$ cat src/logic/lbct_clock_phase.sv
/*
  Constants package for the local bus command timing block, and the divider that
  turns the fast clock into one-cycle ticks marking each falling processor clock edge.
  Assumes a single free-running clock and an asynchronous active-low reset.
*/
// Function
// assert strobe on fall entering command state
// drop strobe on fall ending command state
// command delay input postpones strobe activation
// command delay never lengthens bus cycle
// each wait adds two clocks strobe
// ready derives from address decode, commands
// zero wait: async ready not command gated
// zero wait: sync ready may use command
// with waits either ready may use command
// each wait gives ready logic two clocks
// read strobe active early in command state
// read: direction low, then transceiver enable
// device data valid before command end
// direction returns transmit, steady during writes
// status state, then repeating command states
`timescale 1ns/1ps
`default_nettype none

package lbct_pkg;
  // -------------------------------------------------------------------
  // timing
  // -------------------------------------------------------------------
  localparam int CLOCK_PERIOD_NS = 4;
  localparam int PROC_CLOCK_PERIOD_NS = 8;
  localparam int PHASE_DIV = (PROC_CLOCK_PERIOD_NS + CLOCK_PERIOD_NS - 1) / CLOCK_PERIOD_NS;
  localparam int TICKS_PER_STATE = 2;
  localparam int WAIT_WIDTH = 4;
  localparam int TICK_COUNT_WIDTH = 8;
  // -------------------------------------------------------------------
  // reset values of the pins, and the receive direction
  // -------------------------------------------------------------------
  localparam logic STROBE_IDLE_N = 1'b1;
  localparam logic DIRECTION_TRANSMIT = 1'b1;
  localparam logic DIRECTION_RECEIVE = 1'b0;
  localparam logic ENABLE_OFF = 1'b0;
  // -------------------------------------------------------------------
  // bus states
  // -------------------------------------------------------------------
  typedef enum logic [1:0]
  {
    LBCT_IDLE = 2'b00,
    LBCT_STATUS = 2'b01,
    LBCT_COMMAND = 2'b10
  } lbct_state_t;
endpackage : lbct_pkg

module lbct_clock_phase
  import lbct_pkg::*;
#(
  parameter int DIVIDE = PHASE_DIV
)
(
  // clock and reset
  input wire logic i_clock,
  input wire logic i_rst_n,
  // falling processor clock edge
  output logic o_fall_tick
);
  logic [7:0] count;
  logic [7:0] next_count;

  always_comb
  begin
    if (count == 8'(DIVIDE - 1))
      next_count = 8'h00;
    else
      next_count = count + 8'h01;
  end

  always_ff @(posedge i_clock or negedge i_rst_n)
  begin
    if (!i_rst_n)
      count <= 8'h00;
    else
      count <= next_count;
  end

  assign o_fall_tick = (count == 8'(DIVIDE - 1));
endmodule : lbct_clock_phase

`default_nettype wire

$ cat src/logic/lbct_bus_controller.sv
/*
  Local bus command controller: sequences status and command states, drives the
  memory read and write strobes, the transceiver direction and enable.
  Assumes cycle requests, command delay and ready inputs synchronous to i_clock;
  the ready inputs come from external decode logic.
*/
`timescale 1ns/1ps
`default_nettype none

module lbct_bus_controller
  import lbct_pkg::*;
(
  // clock and reset
  input wire logic i_clock,
  input wire logic i_rst_n,
  // cycle request from the processor side
  input wire logic i_cycle_start,
  input wire logic i_cycle_read,
  input wire logic i_command_delay_input,
  output logic o_cycle_ready,
  output logic o_cycle_done,
  output logic [WAIT_WIDTH-1:0] o_wait_count,
  // ready inputs, active low
  input wire logic i_async_ready_input_n,
  input wire logic i_sync_ready_input_n,
  // bus pins
  output logic o_memory_read_strobe_n,
  output logic o_memory_write_strobe_n,
  output logic o_transceiver_direction,
  output logic o_transceiver_enable
);
  // ---------------------------------------------------------------------
  // phase ticks
  // ---------------------------------------------------------------------
  logic fall_tick;

  lbct_clock_phase u_phase
  (
    .i_clock(i_clock),
    .i_rst_n(i_rst_n),
    .o_fall_tick(fall_tick)
  );

  // ---------------------------------------------------------------------
  // bus state
  // ---------------------------------------------------------------------
  lbct_state_t state;
  lbct_state_t next_state;
  logic half;
  logic next_half;
  logic is_read;
  logic next_is_read;
  logic delayed;
  logic next_delayed;
  logic [WAIT_WIDTH-1:0] waits;
  logic [WAIT_WIDTH-1:0] next_waits;
  logic rd_n;
  logic next_rd_n;
  logic wr_n;
  logic next_wr_n;
  logic dir;
  logic next_dir;
  logic en;
  logic next_en;
  logic done;
  logic next_done;
  logic ready_hit;

  // either ready input ends the cycle; both are expected from decode logic
  assign ready_hit = !i_async_ready_input_n || !i_sync_ready_input_n;
  assign o_cycle_ready = (state == LBCT_IDLE) && fall_tick;

  always_comb
  begin
    next_state = state;
    next_half = half;
    next_is_read = is_read;
    next_delayed = delayed;
    next_waits = waits;
    next_rd_n = rd_n;
    next_wr_n = wr_n;
    next_dir = dir;
    next_en = en;
    next_done = 1'b0;
    if (fall_tick)
    begin
      case (state)
        LBCT_IDLE:
        begin
          if (i_cycle_start)
          begin
            next_state = LBCT_STATUS;
            next_half = 1'b0;
            next_is_read = i_cycle_read;
            next_delayed = i_command_delay_input;
            next_waits = '0;
          end
        end
        LBCT_STATUS:
        begin
          if (!half)
          begin
            next_half = 1'b1;
            // receive is set up a full tick before the enable opens
            if (is_read)
              next_dir = DIRECTION_RECEIVE;
            else
              next_en = 1'b1;
          end
          else
          begin
            next_state = LBCT_COMMAND;
            next_half = 1'b0;
            if (!delayed)
            begin
              next_rd_n = !is_read;
              next_wr_n = is_read;
            end
            if (is_read)
              next_en = 1'b1;
          end
        end
        LBCT_COMMAND:
        begin
          if (!half)
          begin
            next_half = 1'b1;
            if (delayed)
            begin
              next_rd_n = !is_read;
              next_wr_n = is_read;
            end
          end
          else if (ready_hit)
          begin
            // cycle length depends on ready only, never on the delay
            next_state = LBCT_IDLE;
            next_rd_n = STROBE_IDLE_N;
            next_wr_n = STROBE_IDLE_N;
            next_dir = DIRECTION_TRANSMIT;
            next_en = ENABLE_OFF;
            next_done = 1'b1;
          end
          else
          begin
            // wait state repeats the command state: two more ticks, four clocks
            next_half = 1'b0;
            if (waits != '1)
              next_waits = waits + 1'b1;
          end
        end
        default:
        begin
          next_state = LBCT_IDLE;
          next_rd_n = STROBE_IDLE_N;
          next_wr_n = STROBE_IDLE_N;
          next_dir = DIRECTION_TRANSMIT;
          next_en = ENABLE_OFF;
        end
      endcase
    end
  end

  always_ff @(posedge i_clock or negedge i_rst_n)
  begin
    if (!i_rst_n)
    begin
      state <= LBCT_IDLE;
      half <= 1'b0;
      is_read <= 1'b0;
      delayed <= 1'b0;
      waits <= '0;
      rd_n <= STROBE_IDLE_N;
      wr_n <= STROBE_IDLE_N;
      dir <= DIRECTION_TRANSMIT;
      en <= ENABLE_OFF;
      done <= 1'b0;
    end
    else
    begin
      state <= next_state;
      half <= next_half;
      is_read <= next_is_read;
      delayed <= next_delayed;
      waits <= next_waits;
      rd_n <= next_rd_n;
      wr_n <= next_wr_n;
      dir <= next_dir;
      en <= next_en;
      done <= next_done;
    end
  end

  assign o_memory_read_strobe_n = rd_n;
  assign o_memory_write_strobe_n = wr_n;
  assign o_transceiver_direction = dir;
  assign o_transceiver_enable = en;
  assign o_cycle_done = done;
  assign o_wait_count = waits;

  // ---------------------------------------------------------------------
  // checks
  // ---------------------------------------------------------------------
  logic [TICK_COUNT_WIDTH-1:0] cyc_ticks;
  logic [TICK_COUNT_WIDTH-1:0] strobe_ticks;
  logic strobe_on;

  assign strobe_on = !rd_n || !wr_n;

  always_ff @(posedge i_clock or negedge i_rst_n)
  begin
    if (!i_rst_n)
    begin
      cyc_ticks <= '0;
      strobe_ticks <= '0;
    end
    else if (fall_tick)
    begin
      cyc_ticks <= (state == LBCT_IDLE) ? '0 : cyc_ticks + 1'b1;
      strobe_ticks <= (state == LBCT_IDLE) ? '0 : strobe_ticks + TICK_COUNT_WIDTH'(strobe_on);
    end
  end
endmodule : lbct_bus_controller

`default_nettype wire

$ cat config.mk
export PLATFORM = sky130hd
export DESIGN_NAME = lbct_bus_controller
export DESIGN_NICKNAME = d
export VERILOG_FILES = /design/src/logic/lbct_clock_phase.sv /design/src/logic/lbct_bus_controller.sv
export SDC_FILE = /design/constraint.sdc
export NUM_CORES = 1
export LEC_CHECK = 0
export BUFFER_PORTS_ARGS = -buffer_cell sky130_fd_sc_hd__buf_2
export CORE_MARGIN = 2
export CORE_UTILIZATION = 45
export DETAILED_ROUTE_END_ITERATION = 16
export SETUP_SLACK_MARGIN = 0.05
export SYNTH_ARGS = -nofsm -noshare
export SYNTH_HDL_FRONTEND = slang
export SYNTH_SLANG_ARGS = --single-unit
$ cat constraint.sdc
create_clock -name i_clock -period 2 [get_ports i_clock]
set_clock_uncertainty 0.05 [all_clocks]
set_input_delay 0.4 -clock i_clock [delete_from_list [all_inputs] [get_ports i_clock]]
set_output_delay 0.4 -clock i_clock [all_outputs]
set_load 0.05 [all_outputs]
== Word level (Yosys, flattened, before mapping) ==
Index checks and enable logic that the tools add are counted.
Widths: inputs -> output; s select.

* Bitwise gates (word level): 1
* Reductions and logical operators: 15
* Add/subtract/negate cells: 2
* Eq/ne operators: 17
* Muxes and demuxes: 40

{| class="wikitable"
|+ Operators with widths
! cell !! count
|-
| $mux 1 || 24
|-
| $reduce_and 6->1 || 4
|-
| $ne 2x2->1 const B || 9
|-
| $mux 4 || 4
|-
| $pmux 1 s3 || 5
|-
| $ne 3x3->1 const B || 4
|-
| $add 8x1->8 const B || 1
|-
| $eq 8x1->1 const B || 1
|-
| $mux 2 || 4
|-
| $mux 8 || 1
|-
| $pmux 4 s2 || 1
|-
| $pmux 2 s3 || 1
|-
| $reduce_and 3->1 || 2
|-
| $reduce_and 5->1 || 1
|-
| $add 4x1->4 const B || 1
|-
| $ne 4x4->1 const B || 1
|-
| $logic_not 1->1 || 3
|-
| $reduce_bool 3->1 || 1
|-
| $eq 2x1->1 const B || 1
|-
| $eq 2x2->1 const B || 1
|-
| $logic_not 2->1 || 1
|-
| $reduce_bool 2->1 || 1
|-
| $logic_and 1x1->1 || 1
|-
| $logic_or 1x1->1 || 1
|-
| $not 1->1 || 1
|}

* Bits in registers: 22

== Logic depth before layout (Yosys ltp) ==
Gate-level depths: netlist of the first run.

* Word-level depth: 6
* Mapped depth: 7
* Gate-level depth less buffers: 6

== Modules after synthesis ==
A second synthesis of the first run with hierarchy kept.

* Cells, all modules: 112
* Area, all modules: 1239.9 um^2

{| class="wikitable"
|+ Modules (own cells, without submodules)
! module !! cells each !! area each (um^2) !! times used
|-
| lbct_bus_controller || 83 || 873.3 || 1
|-
| lbct_clock_phase || 29 || 366.6 || 1
|}

== Worst setup path before layout of the first run ==
Ideal clock, no wire load.

* Path type: register to register
* Start point: reg u_phase.count[1]
* End point: reg state[0]
* Buffers on the path: 0
* Clock period less this slack: 1.822 ns
* Path slack: 0.178 ns
* Setup time: 0.128 ns
* Data arrival time: 1.644 ns
* Stages on the path, launching flop included: 7
* Cells stage by stage: dfrtp_1 > inv_1 > ha_1 > nor4b_4 > nand2_4 > a2111oi_4 > mux2_1

* Longest elaborated chain between the ends: 2

{| class="wikitable"
|+ RTL lines
! what !! line !! source
|-
| start: declaration || lbct_clock_phase.sv:65 || <nowiki>logic [7:0] count;</nowiki>
|-
| start signal: assignment || lbct_clock_phase.sv:81 || <nowiki>count <= next_count;</nowiki>
|-
| $eq 8x1->1 || lbct_clock_phase.sv:84 || <nowiki>assign o_fall_tick = (count == 8'(DIVIDE - 1));</nowiki>
|-
| $reduce_and 5->1 (no line) || -- ||
|-
| end signal: assignment || lbct_bus_controller.sv:181 || <nowiki>state <= next_state;</nowiki>
|-
| end: declaration || lbct_bus_controller.sv:47 || <nowiki>lbct_state_t state;</nowiki>
|}

No other way between the ends.
A chain may end at the register's enable or synchronous reset.

== Final worst setup path of the first run ==
* Start point: reg u_phase.count[1]
* End point: out o_cycle_ready

* Longest elaborated chain between the ends: 2

{| class="wikitable"
|+ RTL lines
! what !! line !! source
|-
| $eq 8x1->1 || lbct_clock_phase.sv:84 ||
|-
| $logic_and 1x1->1 || lbct_bus_controller.sv:71 || <nowiki>assign o_cycle_ready = (state == LBCT_IDLE) && fall_tick;</nowiki>
|-
| end: declaration || lbct_bus_controller.sv:20 || <nowiki>output logic o_cycle_ready,</nowiki>
|}

No other way between the ends.

==> impl_metrics.py, run 1 <==
metrics = {
    "outcome": {
        "status": "finished, final reports clean",
    },
    "floorplanning": {
        "num_io_pins": 17,
        "coreArea_mm2": 0.002710,
        "floorplan.initialDensity": 0.4631,
        "die_y_um": 56.81,
        "die_w_um": 56.81,
        "row_count": 19,
        "dieArea_mm2": 0.003227,
    },
    "setup_path": {
        "cp_data_required_time_ps": 1550,
        "path_max_fanout": 2,
        "crit_type": "flop to output pin",
        "rrSetupSlack_ps": 150,
        "crit_path_start_kind": "flop",
        "end_kind": "output pin",
        "worstReg2RegStart": "state[1]$_DFFE_PN0P_",
        "critPathArrivalTime_ps": 1480,
        "worstRegToRegCells": 6,
        "r2r_end": "state[1]$_DFFE_PN0P_",
    },
    "yosys": {
        "syn_nets": 131,
        "synth_edf_count": 0,
        "synth_seq_cells": 22,
        "yosysUniqueCellTypes": 42,
        "syn_area_per_cell_um2": 11.01,
        "async_reset_ff_frac": 1.000,
        "synth_ff_type": "dfrtp_1",
        "syn_inst": 114,
        "syn-cell-area_mm2": 0.001255,
        "synth-seq-area-share": 0.4417,
        "yosysWarningCount": 0,
    },
    "timing": {
        "final-max-slew-violation-count": 0,
        "hold_viol": 0,
        "fin_ws_ps": 71.12,
        "worst_slew_pin_slew_ps": 505.3,
        "clock.fmax_mhz": 518.4,
        "setup_viol": 0,
        "relSlewSlack": 0.6631,
        "fin_crit_sh": 0.9644,
        "fin_setup_tns_ps": 0,
        "period_needed_ps": 1929,
        "rsz0062_at_grt": "true",
    },
    "drt": {
        "first_pass_iters": 4,
        "postRouteAntennaNets": 0,
        "routed_wl_mm": 2.454,
        "viasPerCell": 5.451,
        "vias": 954,
        "avgRoutedWirePerCell_um": 14.02,
        "drc_errors": 0,
        "drtIter0Drc": 16,
    },
    "layout": {
        "nFillCells": 248,
        "layout_common_cells": "dfrtp_1 (19), buf_2 (15), buf_4 (11), ha_1 (9), nand3_1 (8)",
        "diodes": 0,
        "fin_area_mm2": 0.001515,
        "syn_to_final_growth_pct": 20.74,
        "ff_latch_area_um2": 554.3,
        "drive_gt1_frac": 0.3542,
        "nNetsFinal": 162,
        "layout_commonest_cell": "dfrtp_1",
        "multiInputGateArea_um2": 694.4,
    },
    "clock_network": {
        "clockBufferDepth": 2,
        "h-tree-depth": 1,
        "cts_buffers": 3,
        "cts-root-buf": "clkbuf_4",
        "cts.sinks": 22,
        "worstSkewPairLatency_ps": 290,
        "cts_tree": "built",
        "hold_buffers": 0,
        "clkTransAtPathRegs_ps": 120,
    },
    "hold_path": {
        "hold_class": "primary input to async pin",
    },
    "grt": {
        "grt_pass1_wl_mm": 4.326,
        "antenna_found_initial": 0,
        "grt_max_degree": 23,
        "grt_pass1_vias": 967,
        "grt_use_total": 0.1688,
        "grt.overflow.total": 0,
    },
    "power": {
        "power_density_mw_per_mm2": 1489,
        "power.ir.vdd_worst_mv": 1.053,
        "leakagePower_uw": 0.0007204,
    },
    "placement": {
        "dpl.hpwl_mm": 1.876,
        "numPortBuffers": 16,
        "routabilityCongestion": 0.7770,
        "place_ws_ps": 38.79,
        "post_dp_cell_area_mm2": 0.001415,
    },
    "run": {
        "max_cap_violations": 0,
    },
}
[synth_stat cells (2+ instances only)]
cell	n	area share
dfrtp_1	19	0.38
ha_1	10	0.10
nand3_1	8	0.032
nand2_1	7	0.021
xnor2_1	6	0.042
inv_1	5	0.015
nor2_1	5	0.015
mux2_2	4	0.036
o21ai_0	4	0.016
o21ai_1	4	0.016
and3_1	3	0.015
dfstp_2	3	0.063
a21oi_1	2	0.0080
and3_2	2	0.012
mux2_1	2	0.018
nand2b_1	2	0.010
nor2b_1	2	0.010
o41ai_1	2	0.014
[sequential cells by signal, summed over array words and instances (netlist names)]
name and count:
u_phase.count 8, o_wait_count 4, state 2, delayed 1, half 1, is_read 1
o_cycle_done 1, o_memory_read_strobe_n 1, o_memory_write_strobe_n 1, o_transceiver_direction 1, o_transceiver_enable 1
[routing by layer]
layer  share of wire  global-route usage  wire [um]  vias to the layer above
li1                -                   -          -                      470
met1            0.45              0.2188       1112                      474
met2            0.52              0.2890       1272                        8
met3           0.020             0.02074         48                        2
met4          0.0086             0.05980         21                        0
met5               0                   0          0                        -
[worst max path at each step]
stage	start	end	cells after the start
after floorplan	u_phase.count[1]$_DFF_PN0_	state[0]$_DFFE_PN0P_	6
after global placement	u_phase.count[1]$_DFF_PN0_	state[0]$_DFFE_PN0P_	6
after detailed placement	u_phase.count[1]$_DFF_PN0_	state[1]$_DFFE_PN0P_	6
after CTS	u_phase.count[1]$_DFF_PN0_	state[1]$_DFFE_PN0P_	7
after global routing	u_phase.count[1]$_DFF_PN0_	o_cycle_ready	5
final	u_phase.count[1]$_DFF_PN0_	o_cycle_ready	5
[repair_timing]
action / 4_1_cts / 5_1_grt
setup buffers: 4 / 1
cloned: 0 / 0
pin swaps: 0 / 1
setup endpoints to repair: 3 / 3
gates resized for setup: 7 / 2
hold endpoints to repair: 0 / 0
[through the flow]
step / util / hold slack [ps] / std cells / total power, uW
4_1_cts: 0.5540 / 11.66 / 174 / 2250
3_5_place_dp: 0.5222 / 351.6 / 166 / 1938
6_report: 0.5591 / 1.711 / 175 / 2257
3_3_place_gp: 0.5222 / 343.4 / 166 / 1928
5_1_grt: 0.5591 / 17.31 / 175 / 2431
2_1_floorplan: - / 54.41 / 114 / 1630
[area by class of cell]
| type | count | share of cell area |
|---|---|---|
| flip-flops and latches | 22 | 0.3658 |
| multi-input cells | 86 | 0.4583 |
| repair buffers | 27 | 0.1140 |
| clock buffers | 4 | 0.02395 |
| inverters | 5 | 0.01239 |
| well taps | 31 | 0.02560 |
[logic make-up (layout without fill, tap and decap cells)]
family | Yosys count | in the layout | synth area share
compound gates | 21 | 21 | 0.1286
xor+xnor | 7 | 7 | 0.04885
fa+ha+maj | 10 | 10 | 0.09970
buf+inv | 6 | 36 | 0.01794
flops | 22 | 22 | 0.4417
mux | 7 | 7 | 0.06181
simple gates | 41 | 41 | 0.2014
[where the power goes]
part | leakage (uW) | total, uW | internal [uW] | switching, uW
sequential | 0.000279 | 703 | 591 | 112
clock | 0.0000210 | 236 | 111 | 125
combinational | 0.000420 | 1320 | 544 | 773
total | 0.000720 | 2260 | 1250 | 1010
[worst max-delay path, cell delays in order, from the launching register on]
cell,delay [ps]
dfrtp_1,400
inv_1,60
ha_1,140
nor4b_4,210
and3_4,240
buf_8,140
(Power assumes the default switching activity.)
==> run 2, diff against run 1 <==
Settings changed: SYNTH_HIERARCHICAL set to 1.
==> run 2 against run 1 <==
- the flow now finishes with violations (negative hold slack, negative setup slack)
- first-iteration DRC count up 110%
- utilization up 7.3 points
- final cell count up 1.7%
- via count up 6.1%
- clock power up 46%
==> impl_metrics.py, run 2 <==
metrics = {
    "outcome": {
        "status": "finished with violations",
        "violations": "negative hold slack, negative setup slack",
    },
    "timing": {
        "final-max-slew-violation-count": 0,
        "clock.fmax_mhz": 421.1,
        "fin_setup_tns_ps": -3815,
        "setup_viol": 14,
        "period_needed_ps": 2375,
        "holdWs_ps": -14.98,
        "worst_slew_pin_slew_ps": 690.3,
        "fin_crit_sh": 1.187,
        "rsz0062_at_grt": "true",
        "fin_ws_ps": -374.9,
        "hold_viol": 19,
        "relSlewSlack": 0.5367,
    },
    "layout": {
        "layout_commonest_cell": "dfrtp_1",
        "utilization": 0.6320,
        "largest_reg_flops": 8,
        "top_register": "u_phase/count",
        "nFillCells": 225,
        "diodes": 0,
        "instances_no_fill": 178,
        "drive_gt1_frac": 0.4694,
        "layout_common_cells": "dfrtp_1 (19), buf_2 (15), buf_4 (10), nand3_1 (9), ha_1 (8)",
        "nNetsFinal": 164,
        "syn_to_final_growth_pct": 36.93,
    },
    "power": {
        "p_int_uw": 1445,
        "p_sw_frac": 0.4418,
        "leakagePower_uw": 0.0007875,
        "power_uw": 2589,
        "combPwrFrac": 0.592,
        "pwr-share-seq": 0.275,
        "power.ir.vdd_worst_mv": 1.429,
        "netSwitchingPower_uw": 1144,
        "p_clk_frac": 0.133,
        "power_density_mw_per_mm2": 1525,
    },
    "yosys": {
        "syn_inst": 112,
        "syn_area_per_cell_um2": 11.07,
        "yosys.area.top_type": "dfrtp_1",
        "synthTopCellsByCount": "dfrtp_1 (19), ha_1 (9), nand3_1 (9), nor2_1 (7), o31ai_1 (7)",
        "syn_nets": 128,
        "synth-seq-area-share": 0.4470,
        "yosysMostFrequentCell": "dfrtp_1",
        "synth_seq_cells": 22,
        "yosysUniqueCellTypes": 36,
        "synth_edf_count": 0,
        "synth_ff_type": "dfrtp_1",
        "async_reset_ff_frac": 1.000,
        "yosysWarningCount": 6,
        "synth.top_cell.area_share": 0.3835,
        "ys_top_cells_by_area": "dfrtp_1 (38%), ha_1 (9.1%), dfstp_2 (6.4%), o31ai_1 (4.2%), xnor2_1 (4.2%)",
        "syn-cell-area_mm2": 0.001240,
    },
    "setup_path": {
        "slowest_delay_ps": 460,
        "r2r_end": "o_memory_read_strobe_n$_DFFE_PN1P_",
        "crit_path_start_kind": "flop",
        "crit_type": "flop to output pin",
        "rrSetupSlack_ps": -330,
        "worstPathCellList": "inv_2, ha_4, or4b_4, nor4_4, and2_4, buf_8",
        "end_kind": "output pin",
        "path_max_fanout": 2,
        "endpoint": "o_cycle_ready",
        "critPathArrivalTime_ps": 1920,
        "worstRegToRegCells": 9,
        "worstReg2RegStart": "u_phase/count[1]$_DFF_PN0_",
        "cp-startpoint": "u_phase/count[1]$_DFF_PN0_",
        "cp_data_required_time_ps": 1550,
        "slowest_stage": "or4b_4",
    },
    "drt": {
        "routed_wl_mm": 2.959,
        "viasPerCell": 5.685,
        "avgRoutedWirePerCell_um": 16.62,
        "drtIter0Drc": 34,
        "first_pass_iters": 4,
        "drc_errors": 0,
        "postRouteAntennaNets": 0,
        "vias": 1012,
    },
    "clock_network": {
        "worstSkewPairLatency_ps": 310,
        "clkTransAtPathRegs_ps": 130,
        "h-tree-depth": 1,
        "cts_tree": "built",
        "cts.sinks": 22,
        "cts-root-buf": "clkbuf_4",
        "cts_buffers": 3,
        "clockBufferDepth": 2,
    },
    "placement": {
        "placed_cells": 169,
        "numPortBuffers": 16,
        "dpl.hpwl_mm": 1.918,
        "routabilityCongestion": 0.7902,
    },
    "grt": {
        "grt_use_total": 0.1923,
        "grt_max_degree": 23,
        "antenna_found_initial": 0,
        "grt.overflow.total": 0,
        "grt_pass1_vias": 1042,
        "grt_pass1_wl_mm": 4.830,
    },
    "floorplanning": {
        "num_io_pins": 17,
        "row_count": 19,
        "dieArea_mm2": 0.003191,
        "die_y_um": 56.49,
        "coreArea_mm2": 0.002686,
        "floorplan.initialDensity": 0.4616,
        "die_w_um": 56.49,
    },
    "run": {
        "max_cap_violations": 0,
    },
    "hold_path": {
        "hold_class": "primary input to async pin",
    },
}
-- run 2: power groups by stage --
| stage | sequential [uW] | clock, uW | combinational (uW) |
|---|---|---|---|
| 2_1_floorplan | 885 | 0 | 680 |
| 3_3_place_gp | 699 | 0 | 1140 |
| 3_5_place_dp | 702 | 0 | 1160 |
| 4_1_cts | 703 | 351 | 1420 |
| 5_1_grt | 733 | 375 | 1630 |
| 6_report | 712 | 345 | 1530 |
-- run 2: worst min-delay path by stage --
stage	depth (start not counted)	slack [ps]	endpoint	from
after floorplan	0	50	delayed$_DFFE_PN0P_	i_rst_n
after CTS	1	0.2	u_phase/count[2]$_DFF_PN0_	i_rst_n
after global placement	1	340	o_wait_count[2]$_DFFE_PN0P_	i_rst_n
after global routing	1	6	o_wait_count[2]$_DFFE_PN0P_	i_rst_n
after detailed placement	1	350	o_wait_count[2]$_DFFE_PN0P_	i_rst_n
final	1	-10	o_wait_count[2]$_DFFE_PN0P_	i_rst_n
-- run 2: metal layers --
layer  up-vias  share of wire  global-route usage
li1        473              -                   -
met1       505           0.44              0.2666
met2        27           0.52              0.3123
met3         7          0.031             0.02995
met4         0          0.016             0.05102
met5         -              0                   0
-- run 2: timing repair --
item	in CTS	in global routing
cloned	0	0
buffers inserted	3	2
pin swaps	7	2
endpoints found under the setup margin	14	17
hold buffers	0	0
resized for setup	22	12
-- run 2: logic make-up (layout without fill, tap and decap cells) --
| family | count (synthesis) | count (layout) | synth area share |
|---|---|---|---|
| AOI/OAI and AO/OA | 21 | 21 | 0.1241 |
| xor gates and xnor gates | 6 | 6 | 0.04238 |
| adders and majority gates | 9 | 9 | 0.09082 |
| buffers and inverters | 8 | 43 | 0.03027 |
| DFF | 22 | 22 | 0.4470 |
| muxes | 6 | 6 | 0.05449 |
| and+or+nand+nor | 40 | 40 | 0.2109 |
-- run 2: metrics by stage --
step,instance area (um2),worst slack (ps)
final,1698,-374.9
after global routing,1698,-456.7
after CTS,1619,-411.1
after detailed placement,1445,-237.7
after global placement,1445,-176.3
after floorplan,1251,-194.3
-- run 2: worst max-delay path: cells and delay by family, from the launching register on --
family | cells | cell delay [ps]
adders and majority gates | 1 | 100
DFF | 1 | 420
and+or+nand+nor | 3 | 880
buffers and inverters | 2 | 210
-- run 2: area by class of cell --
cell class                 count  area, um2  share of cell area
multi-input combinational     82      785.8              0.4628
clock inverter                 1      30.03             0.01769
sequential                    22      554.3              0.3265
tap                           31      38.79             0.02284
timing repair buffer          33      244.0              0.1437
clock buffer                   3      22.52             0.01326
inverter                       6      22.52             0.01326
==> run 3, diff against run 2 <==
Settings changed: ABC_AREA set to 1, CTS_BUF_LIST set to sky130_fd_sc_hd__clkbuf_4.
==> run 3 against run 2 <==
- the run now ends clean
- setup slack gained 520 ps
- final cell count grew 38%
- critical path depth shrank 1
- largest power group unchanged
==> impl_metrics.py, run 3 <==
metrics = {
    "outcome": {
        "status": "finished, final reports clean",
    },
    "setup_path": {
        "crit_path_start_kind": "flop",
        "worstReg2RegStart": "u_phase/count[1]$_DFF_PN0_",
        "critPathArrivalTime_ps": 1400,
        "cp_data_required_time_ps": 1550,
        "end_kind": "output pin",
        "path_max_fanout": 5,
        "crit_type": "flop to output pin",
        "worstRegToRegCells": 11,
        "r2r_end": "o_wait_count[3]$_DFFE_PN0P_",
        "rrSetupSlack_ps": 320,
    },
    "clock_network": {
        "worstSkewPairLatency_ps": 310,
        "cts-root-buf": "clkbuf_4",
        "cts_tree": "built",
        "clockBufferDepth": 2,
        "cts_buffers": 3,
        "h-tree-depth": 1,
        "clkTransAtPathRegs_ps": 120,
        "cts.sinks": 22,
    },
    "layout": {
        "drive_gt1_frac": 0.2372,
        "nNetsFinal": 232,
        "top_register": "u_phase/count",
        "layout_common_cells": "nand2_1 (64), inv_1 (23), nor2_1 (19), dfrtp_1 (17)",
        "nFillCells": 282,
        "diodes": 0,
        "syn_to_final_growth_pct": 19.14,
        "layout_commonest_cell": "nand2_1",
        "largest_reg_flops": 8,
    },
    "placement": {
        "routabilityCongestion": 0.7618,
        "dpl.hpwl_mm": 2.072,
        "place_ws_ps": 304.4,
        "numPortBuffers": 16,
    },
    "floorplanning": {
        "floorplan.initialDensity": 0.4830,
        "coreArea_mm2": 0.002829,
        "die_y_um": 59.10,
        "die_w_um": 59.10,
        "dieArea_mm2": 0.003493,
        "num_io_pins": 17,
        "row_count": 19,
    },
    "yosys": {
        "synth_edf_count": 0,
        "yosys.area.top_type": "dfrtp_1",
        "yosysMostFrequentCell": "nand2_1",
        "synth.top_cell.area_share": 0.3480,
        "synth-seq-area-share": 0.4057,
        "async_reset_ff_frac": 1.000,
        "syn_nets": 204,
        "yosysUniqueCellTypes": 20,
        "synth_seq_cells": 22,
        "syn_area_per_cell_um2": 7.268,
        "syn_inst": 188,
        "ys_top_cells_by_area": "dfrtp_1 (35%), nand2_1 (18%), ha_1 (8.2%), inv_1 (6.9%), dfstp_2 (5.8%)",
        "syn-cell-area_mm2": 0.001366,
        "synthTopCellsByCount": "nand2_1 (65), inv_1 (25), dfrtp_1 (19), nor2_1 (19), nand3_1 (15)",
        "yosysWarningCount": 6,
        "synth_ff_type": "dfrtp_1",
    },
    "timing": {
        "fin_setup_tns_ps": 0,
        "setup_viol": 0,
        "fin_crit_sh": 0.9257,
        "rsz0062_at_grt": "false",
        "relSlewSlack": 0.6500,
        "period_needed_ps": 1851,
        "worst_slew_pin_slew_ps": 525.0,
        "clock.fmax_mhz": 540.1,
        "hold_viol": 0,
        "fin_ws_ps": 148.7,
        "final-max-slew-violation-count": 0,
    },
    "drt": {
        "viasPerCell": 4.756,
        "drtIter0Drc": 75,
        "routed_wl_mm": 2.747,
        "first_pass_iters": 4,
        "postRouteAntennaNets": 0,
        "vias": 1170,
        "avgRoutedWirePerCell_um": 11.17,
        "drc_errors": 0,
    },
    "grt": {
        "antenna_found_initial": 0,
        "grt_pass1_vias": 1073,
        "grt_use_total": 0.1729,
        "grt.overflow.total": 0,
        "grt_pass1_wl_mm": 4.629,
        "grt_max_degree": 23,
    },
    "hold_path": {
        "hold_class": "primary input to flop",
        "min_from": "i_command_delay_input",
        "whs_path_depth": 3,
        "hold_end": "delayed$_DFFE_PN0P_",
    },
    "power": {
        "power_density_mw_per_mm2": 1351,
        "power.ir.vdd_worst_mv": 0.8576,
        "leakagePower_uw": 0.0009206,
    },
    "run": {
        "max_cap_violations": 0,
    },
}
-- run 3: worst max path at each step --
stage                                from                   to  slack, ps  depth (start not counted)
3_5_place_dp   u_phase/count[1]$_DFF_PN0_        o_cycle_ready        300                          7
5_1_grt        u_phase/count[1]$_DFF_PN0_        o_cycle_ready         50                          7
3_3_place_gp   u_phase/count[1]$_DFF_PN0_        o_cycle_ready        340                          7
2_1_floorplan  u_phase/count[1]$_DFF_PN0_  is_read$_DFFE_PN0P_        250                          9
4_1_cts        u_phase/count[1]$_DFF_PN0_        o_cycle_ready         70                          7
6_report             state[0]$_DFFE_PN0P_        o_cycle_ready        150                          5
-- run 3: power breakdown --
group          switching (uW)  internal (uW)  leakage [uW]
registers                80.9            570      0.000281
logic                     807            398      0.000612
clock network             142            202     0.0000279
total                    1030           1170      0.000921
-- run 3: logic make-up after synthesis --
| logic type | Yosys count | synth area share |
|---|---|---|
| AND/OR/NAND/NOR | 119 | 0.3910 |
| buffers and inverters | 26 | 0.07143 |
| flip-flops | 22 | 0.4057 |
| AO/OA/AOI/OAI | 10 | 0.03663 |
| adder cells (fa/ha/maj) | 9 | 0.08242 |
| XOR/XNOR | 2 | 0.01282 |
-- run 3: per-layer routing --
metal	wire (um)	track usage	up-vias	share of wire
li1	-	-	633	-
met1	1468	0.2462	518	0.53
met2	1183	0.2683	17	0.43
met3	77	0.02620	2	0.028
met4	18	0.05844	0	0.0066
met5	0	0	-	0
-- run 3: area by class of cell --
cell class / instances / area [um2] / share of cell area
repair buffers: 23 / 145.1 / 0.08916
flip-flops and latches: 22 / 556.8 / 0.3420
clock buffers: 3 / 22.52 / 0.01384
multi-input cells: 140 / 737.0 / 0.4527
inverters: 26 / 97.59 / 0.05995
well taps: 31 / 38.79 / 0.02383
clock inverters: 1 / 30.03 / 0.01845
-- run 3: per-stage QoR --
stage | hold WS (ps) | cell area, um2 | instances | util | power [uW]
final | 275.7 | 1628 | 246 | 0.5754 | 2200
after global routing | 287.1 | 1628 | 246 | 0.5754 | 2389
after CTS | 2.239 | 1559 | 241 | 0.5511 | 2158
after detailed placement | 361.1 | 1493 | 236 | 0.5276 | 1788
after global placement | 346.1 | 1493 | 236 | 0.5276 | 1772
after floorplan | 54.41 | 1366 | 188 | - | 1551
-- run 3: worst max-delay path, stage by stage (launching register included) --
cell,delay [ps]
dfrtp_2,460
inv_1,130
ha_2,230
nand2_1,70
inv_2,80
buf_8,140
-- run 3: repair_timing --
action,in CTS,in global routing
buffers inserted,1,4
endpoints found under the setup margin,1,1
pin swaps,1,3
resized for setup,2,10
hold buffers,0,1
endpoints found under the hold margin,0,1
